<file path="src/hw/mfs_pkg.sv">
package mfs_pkg;
  // ==========================================================
  // register map: one aligned 32-bit word per source register
  localparam int          MFS_NUM_REGS   = 8;
  localparam int          MFS_NUM_SLOTS  = 4;
  localparam int          MFS_ADDR_W     = 8;
  localparam logic [7:0]  MFS_OFF_SUB2   = 8'h00;
  localparam logic [7:0]  MFS_OFF_SUB3   = 8'h04;
  localparam logic [7:0]  MFS_OFF_SUB4   = 8'h08;
  localparam logic [7:0]  MFS_OFF_SUB5   = 8'h0c;
  localparam logic [7:0]  MFS_OFF_SUB6   = 8'h10;
  localparam logic [7:0]  MFS_OFF_SUB7   = 8'h14;
  localparam logic [7:0]  MFS_OFF_SUB8   = 8'h18;
  localparam logic [7:0]  MFS_OFF_SUB9   = 8'h1c;
  localparam int          MFS_IDX_SUB2   = 0;
  localparam int          MFS_IDX_SUB3   = 1;
  localparam int          MFS_IDX_SUB4   = 2;
  localparam int          MFS_IDX_SUB5   = 3;
  localparam int          MFS_IDX_SUB6   = 4;
  localparam int          MFS_IDX_SUB7   = 5;
  localparam int          MFS_IDX_SUB8   = 6;
  localparam int          MFS_IDX_SUB9   = 7;

  // ==========================================================
  // field layout: flags in the upper nibble, enables in the lower
  localparam int          MFS_FLAG_LSB   = 4;
  localparam int          MFS_EN_LSB     = 0;
  localparam logic [3:0]  MFS_MASK_FULL  = 4'hf;
  localparam logic [3:0]  MFS_MASK_TWO   = 4'h3;
  localparam logic [3:0]  MFS_MASK_THREE = 4'h7;
  localparam logic [3:0]  MFS_RST_NIB    = 4'h0;
  localparam logic [31:0] MFS_RDATA_ZERO = 32'h0000_0000;

  // ==========================================================
  // whole state of the block
  typedef struct packed {
    logic [7:0][3:0] flag;
    logic [7:0][3:0] en;
    logic [7:0]      grp;
    logic            rdy;
    logic            err;
    logic [31:0]     rdata;
  } mfs_state_t;
endpackage

</file>
<file path="src/hw/mfs_source_regs.sv">
// Notes on behaviour
// - second periodic timer source register: A/P flags bits 5/4, enables 1/0.
// - unimplemented bits 7~6 and 3~2 of two-pair registers always read zero.
// - fourth register: standard timer A/P bits 7/6, periodic timer A/P 5/4.
// - two-UART variant: UART flags at bits 5/4, enables 1/0, rest zero.
// - three-UART variant adds third UART flag bit 6, enable bit 2.
// - sixth register: comparator a flag bit 6/enable 2, timer pair 5/4.
// - seventh register: comparator b flag bit 6/enable 2, timer pair 5/4.
// - eighth register: time base a flag bit 6/enable 2, timer pair 5/4.
// - ninth register: time base b flag bit 6/enable 2, timer pair 5/4.
// - flags read one while pending; software reads and writes them all.
// - enable bits enable when one, disable when zero; fully read/write.
// - grouped flag sets when an enabled source in its register raises a flag.
// - servicing clears only the grouped flag; source flags stay set.
//
// Added by the designer: the register offsets and the APB register port.
module mfs_source_regs
  import mfs_pkg::*;
#(
  parameter bit THREE_UART = 1'b1
) (
  // clock and reset
  input  wire logic                          CLK,
  input  wire logic                          RST,
  // apb slave
  input  wire logic                          PSEL,
  input  wire logic                          PENABLE,
  input  wire logic                          PWRITE,
  input  wire logic [mfs_pkg::MFS_ADDR_W-1:0] PADDR,
  input  wire logic [31:0]                   PWDATA,
  input  wire logic [3:0]                    PSTRB,
  output logic      [31:0]                   PRDATA,
  output logic                               PREADY,
  output logic                               PSLVERR,
  // peripheral request pulses, register index * 4 + slot
  input  wire logic [31:0]                   SRC_REQ,
  // service acknowledges from and grouped flags toward the top-level controller
  input  wire logic [7:0]                    SERVICE_ACK,
  output logic      [7:0]                    GROUPED_REQUEST_FLAG
);
  import mfs_pkg::*;

  // ==========================================================
  // helpers
  // implemented slots of each register; slot k is flag 4+k, enable k
  function automatic logic [3:0] impl_mask(input int idx);
    logic [3:0] m;
    m = MFS_MASK_THREE;
    if (idx == MFS_IDX_SUB2) begin
      m = MFS_MASK_TWO;
    end else if (idx == MFS_IDX_SUB3 || idx == MFS_IDX_SUB4) begin
      m = MFS_MASK_FULL;
    end else if (idx == MFS_IDX_SUB5) begin
      m = THREE_UART ? MFS_MASK_THREE : MFS_MASK_TWO;
    end
    return m;
  endfunction

  // address decode: returns hit and register index
  function automatic logic [3:0] addr_decode(input logic [MFS_ADDR_W-1:0] a);
    logic [3:0] r;
    r = 4'h0;
    if (a == MFS_OFF_SUB2) begin
      r = {1'b1, 3'(MFS_IDX_SUB2)};
    end else if (a == MFS_OFF_SUB3) begin
      r = {1'b1, 3'(MFS_IDX_SUB3)};
    end else if (a == MFS_OFF_SUB4) begin
      r = {1'b1, 3'(MFS_IDX_SUB4)};
    end else if (a == MFS_OFF_SUB5) begin
      r = {1'b1, 3'(MFS_IDX_SUB5)};
    end else if (a == MFS_OFF_SUB6) begin
      r = {1'b1, 3'(MFS_IDX_SUB6)};
    end else if (a == MFS_OFF_SUB7) begin
      r = {1'b1, 3'(MFS_IDX_SUB7)};
    end else if (a == MFS_OFF_SUB8) begin
      r = {1'b1, 3'(MFS_IDX_SUB8)};
    end else if (a == MFS_OFF_SUB9) begin
      r = {1'b1, 3'(MFS_IDX_SUB9)};
    end
    return r;
  endfunction

  // ==========================================================
  // state
  mfs_state_t s_r;
  mfs_state_t s_nxt;
  logic [3:0] dec;
  logic       hit;
  logic [2:0] idx;
  logic       acc_first;
  logic       wr_en;

  // access decode; one wait state so every answer is registered
  assign dec       = addr_decode(PADDR);
  assign hit       = dec[3];
  assign idx       = dec[2:0];
  assign acc_first = PSEL && PENABLE && !s_r.rdy;
  // write lands only at the edge where pready is sampled high
  assign wr_en     = PSEL && PENABLE && s_r.rdy && PWRITE && hit && PSTRB[0];

  // ==========================================================
  // next state
  always_comb begin
    logic [3:0] m;
    logic       nf;
    logic       ne;
    logic       raise;
    m     = MFS_RST_NIB;
    nf    = 1'b0;
    ne    = 1'b0;
    raise = 1'b0;
    s_nxt = s_r;
    // bus answer
    s_nxt.rdy = acc_first;
    s_nxt.err = acc_first && !hit;
    if (acc_first) begin
      if (hit && !PWRITE) begin
        m = impl_mask(int'(idx));
        // masked so unimplemented bits read zero
        s_nxt.rdata = {24'h00_0000, s_r.flag[idx] & m, s_r.en[idx] & m};
      end else begin
        s_nxt.rdata = MFS_RDATA_ZERO;
      end
    end
    // flags, enables and grouped flags
    for (int i = 0; i < MFS_NUM_REGS; i++) begin
      m     = impl_mask(i);
      raise = 1'b0;
      for (int k = 0; k < MFS_NUM_SLOTS; k++) begin
        nf = s_r.flag[i][k];
        ne = s_r.en[i][k];
        if (wr_en && int'(idx) == i) begin
          nf = PWDATA[MFS_FLAG_LSB + k] & m[k];
          ne = PWDATA[MFS_EN_LSB + k] & m[k];
        end
        // peripheral pulse beats a simultaneous write of zero
        if (SRC_REQ[i * MFS_NUM_SLOTS + k] && m[k]) begin
          nf = 1'b1;
        end
        if (nf && !s_r.flag[i][k] && ne) begin
          raise = 1'b1;
        end
        s_nxt.flag[i][k] = nf;
        s_nxt.en[i][k]   = ne;
      end
      // service clears only the grouped flag; a new raise wins
      s_nxt.grp[i] = (s_r.grp[i] && !SERVICE_ACK[i]) || raise;
    end
  end

  // register the state
  always_ff @(posedge CLK or posedge RST) begin
    if (RST) begin
      s_r <= '0;
    end else begin
      s_r <= s_nxt;
    end
  end

  // outputs straight from flops
  assign PRDATA               = s_r.rdata;
  assign PREADY               = s_r.rdy;
  assign PSLVERR              = s_r.err;
  assign GROUPED_REQUEST_FLAG = s_r.grp;
endmodule

</file>
<file path="config.mk">
export PLATFORM = sky130hd
export DESIGN_NAME = mfs_source_regs
export DESIGN_NICKNAME = d
export VERILOG_FILES = /design/src/hw/mfs_pkg.sv /design/src/hw/mfs_source_regs.sv
export SDC_FILE = /design/constraint.sdc
export NUM_CORES = 1
export LEC_CHECK = 0
export BUFFER_PORTS_ARGS = -buffer_cell sky130_fd_sc_hd__buf_2
export CORE_UTILIZATION = 25
export CTS_CLUSTER_DIAMETER = 120
export CTS_CLUSTER_SIZE = 24
export DETAILED_ROUTE_END_ITERATION = 8
export SYNTH_ARGS = -nofsm -noshare
export SYNTH_HDL_FRONTEND = slang
export SYNTH_SLANG_ARGS = --single-unit
export TNS_END_PERCENT = 5
</file>
<file path="constraint.sdc">
create_clock -name CLK -period 2.6 [get_ports CLK]
set_input_delay 0.26 -clock CLK [delete_from_list [all_inputs] [get_ports CLK]]
set_output_delay 0.26 -clock CLK [all_outputs]
set_load 0.005 [all_outputs]
</file>
======== After elaboration in Yosys (flattened, before gate mapping) ========
Index checks and enable logic that the tools add are counted.
storage, ports and cells
  register bits after elaboration ......... 106
  bits of input ports ..................... 89
  output and inout bits ................... 42
  word-level logic and storage cells ...... 317
cells by class
  $lt $le $gt $ge ......................... 1
  equality and inequality tests ........... 14
  multiplexer cells ....................... 138
  bitwise operators ....................... 2
  reduce and logical (&&, ||, !) cells .... 142
operators with widths
  cell                number
  $mux 1              121
  $logic_and 1x1->1   88
  $mux 4              14
  $logic_not 1->1     43
  $eq 8x5->1 const B  4
  $bmux 4 s3          2
  $eq 8x4->1 const B  2
  $eq 3x3->1 const B  4
  $logic_or 1x1->1    9
  $and 4x4->4         2
  $eq 8x3->1 const B  1
  $logic_not 8->1     1
  $mux 8              1
  $eq 3x2->1 const B  2
  $lt 3x4->1 const B  1
  $eq 3x1->1 const B  1
  $logic_not 3->1     1

======== Logic depth before layout (Yosys ltp) ========
  depth in word-level cells ............... 21
  mapped depth ............................ 7
  depth with buffers taken out ............ 5

======== Worst setup path after synthesis ========
No wires, ideal clock.
  path type ............................... reg2reg
  start ................................... reg s_r (netlist bit PREADY)
  end ..................................... reg s_r (netlist bit GROUPED_REQUEST_FLAG[4])
  setup time .............................. 126 ps
  arrival time ............................ 1610 ps
  data required time ...................... 2474 ps
  setup slack ............................. 864 ps
  cell stages (with the launch flop) ...... 6
  buffers on the path ..................... 0
  clock period less this slack ............ 1736 ps
  cells stage by stage .................... dfrtp_1 and4_1 nand4_1 nor2_1 mux2_2 a221o_1
RTL lines
  item                    RTL line                text
  start, declared         mfs_source_regs.sv:85   mfs_state_t s_r;
  start signal, assigned  mfs_source_regs.sv:156  s_r <= s_nxt;

==> run summary <==
Status -> finished, final reports clean
Hold-critical path depth -> 2
Rows -> 47
Worst setup SP type -> flip-flop
Sw power -> 608 µW
Clock sink count -> 70
Final Total Pwr -> 2560 µW
Clk buf depth -> 2
Metal3 WL -> 713 µm
Pint -> 1950 µW
DRC -> 0
Sequential share of the synthesized area -> 0.417
Commonest non-fill, non-tap cells in the layout -> 72 x buf_2, 70 x dfrtp_1, 39 x nand2_1
Cell family with most CP delay -> simple AND/OR/NAND/NOR gates
Worst slew pin tran -> 0.921 ns
Worst-path fanout max -> 6
Global-route wire length before repair -> 18300 µm
Cells after synthesis -> 442
Post-Route Skew -> 0.00689 ns
Reg2Reg Setup Slack -> 0.40 ns
Worst Path Buf+Inv -> 0
Iter 0 DRT Violations -> 270
Hold Vio Cnt, Final -> 0
Die width -> 132 µm
CTS clk-pin slew, worst paths -> 0.06 ns
Number of hold buffers added after CTS -> 0
RSZ-0062 raised after global routing -> no
Overflow after GRT -> 0
Routed met2 length -> 5300 µm
Area growth from synthesis to layout -> 16.9%
Number of detailed-route iterations in the first pass -> 4
Peak Freq -> 455 MHz
Max-cap violation count -> 0
Synth Area per Inst -> 9.50 µm²
Number of synthesized flops with an enable pin -> 0
DR vias/cell -> 4.78
Reg-to-Reg End -> GROUPED_REQUEST_FLAG[4]
Wl on met1 -> 5370 µm
Hold Startpoint -> SERVICE_ACK[2]
Die Y-Extent -> 132 µm
Layout cells sized above 1 -> 0.278
Power per Cell Area -> 521 mW/mm²
Initial core utilization -> 0.255
Async SR Flop Fraction -> 1.00
Htree depth -> 3
Routed Antenna Nets -> 0
Ant diodes -> 0
Synth warnings -> 0
Final Critical Period -> 2.20 ns
CTS tree -> done
GRT Total Usage -> 0.137
Cell Area, Synth -> 0.00420 mm²
Switching Fraction -> 0.238
Fill cells -> 1733
Leak pwr -> 0.00220 µW
Commonest non-fill, non-tap cell in the layout -> buf_2
#FFs+latches synth -> 70
Combinational share of power -> 0.077
Final setup vio count -> 0
Final setup TNS -> 0 ns
Via count -> 3440
Worst vdd ir -> 0.226 mV
Post-DP HPWL -> 8560 µm
Main synth FF type -> dfrtp_1
Crit end category -> flip-flop
# IOs -> 131
Die ar. -> 0.0173 mm²
Largest net degree at the start of global routing -> 71
WL per Instance -> 16.0 µm
Part of the cycle the worst path needs -> 0.846
Highest metal layer with signal wires -> met4
Initial antenna violation count -> 0
CTS Buf Count -> 9
WS Path Type -> reg -> reg
Worst r2r src -> PREADY
Clock group share of total power -> 0.495
Cells along the critical path -> and4_1 > nand4_1 > nor2_1 > mux2_2 > a221o_1
R2r worst-path depth -> 5
Nets -> 584
Setup Fix Bufs, Post-CTS -> 0
Hold Crit Class -> in -> reg
Clk_lat worst skew -> 0.34 ns
Crit path required time -> 2.82 ns
Core region area -> 0.0165 mm²
Slew Viols, Final -> 0
CP max stage delay -> 0.48 ns
Drt total wl -> 11500 µm
Port Buf Inserts -> 72
Slew HR -> 0.386
Synth cell types -> 43
Critical Path AT -> 2.42 ns
Sequential Power Share -> 0.428
Max stage delay cell, worst path -> nor2_1
Vias in the first global route -> 3322
Gpl congestion -> 0.862
# resized after CTS -> 0
Root buf cell -> clkbuf_16
Hold EP -> GROUPED_REQUEST_FLAG[2]
## logic make-up after synthesis
group	count (synthesis)	synth area share
AOI/OAI and AO/OA	107	0.188
buffers and inverters	90	0.120
DFF	70	0.417
muxes	40	0.110
other	1	0.000893
and+or+nand+nor	134	0.163
## metal layers
metal | vias up | GRT usage
met5 | - | 0
li1 | 1617 | -
met1 | 1697 | 0.183
met2 | 115 | 0.218
met4 | 0 | 0.0426
met3 | 11 | 0.0332
## flip-flops by register name, indices dropped and copies added (netlist names)
register / count
PSLVERR: 1
GROUPED_REQUEST_FLAG: 8
s_r: 52
PRDATA: 8
PREADY: 1
## Yosys cell counts (all sizes together), types with 2 or more instances
| master | instances | area share |
|---|---|---|
| dfrtp | 70 | 0.42 |
| buf | 53 | 0.087 |
| nand2 | 39 | 0.035 |
| nor2 | 37 | 0.035 |
| mux2 | 29 | 0.078 |
| nor2b | 26 | 0.039 |
| inv | 25 | 0.022 |
| a211o | 22 | 0.046 |
| o22ai | 15 | 0.022 |
| a21oi | 13 | 0.015 |
| clkbuf | 12 | 0.011 |
| o211ai | 12 | 0.021 |
| nand2b | 11 | 0.016 |
| a211oi | 9 | 0.016 |
| mux2i | 9 | 0.021 |
| o21ai | 8 | 0.0095 |
| o31ai | 7 | 0.013 |
| nand4 | 4 | 0.0095 |
| nor3 | 4 | 0.0075 |
| a221o | 3 | 0.0072 |
| a22o | 3 | 0.0063 |
| and4 | 3 | 0.0063 |
| o221ai | 3 | 0.0063 |
| o32ai | 3 | 0.0063 |
| a2111o | 2 | 0.0054 |
| a31oi | 2 | 0.0030 |
| and2 | 2 | 0.0030 |
| and3 | 2 | 0.0030 |
| mux4 | 2 | 0.011 |
| or2 | 2 | 0.0030 |
| or3 | 2 | 0.0030 |
## how the worst max path moves through the flow
| stage | start | end | slack (ns) | depth (start not counted) |
|---|---|---|---|---|
| 3_3_place_gp | PADDR[1] | GROUPED_REQUEST_FLAG[4] | 0.35 | 6 |
| 5_1_grt | PREADY | GROUPED_REQUEST_FLAG[7] | 0.29 | 5 |
| 6_report | PREADY | GROUPED_REQUEST_FLAG[4] | 0.40 | 5 |
| 3_5_place_dp | PADDR[1] | GROUPED_REQUEST_FLAG[7] | 0.30 | 6 |
| 2_1_floorplan | RST | GROUPED_REQUEST_FLAG[0] | 0.57 | 1 |
| 4_1_cts | PREADY | GROUPED_REQUEST_FLAG[7] | 0.36 | 5 |
## metrics by stage
step	cells	util	instance area [µm²]	setup slack (ns)	hold slack (ns)
floorplan	465	-	4280	0.572	0.356
global placement	704	0.279	4600	0.349	0.443
detailed placement	704	0.279	4600	0.300	0.442
CTS	720	0.298	4910	0.360	0.0795
global route	720	0.298	4910	0.293	0.0851
finish	720	0.298	4910	0.401	0.0922
## area by class of cell
class                      count  area, µm²  share of cell area
clock buffer                  11        253              0.0515
clock inverter                 5       56.3              0.0115
inverter                      25       93.8              0.0191
multi-input combinational    305       2030               0.413
sequential                    70       1750               0.357
tap                          220        275              0.0561
timing repair buffer          84        450              0.0918
## power groups by stage
stage / sequential (µW) / combinational (µW) / clock, µW
after floorplan: 1110 / 128 / 0
after global placement: 1110 / 196 / 0
after detailed placement: 1110 / 198 / 0
after CTS: 1100 / 199 / 1290
after global routing: 1090 / 220 / 1340
final: 1100 / 197 / 1270
Note: power is estimated with default switching activity, not from simulation.
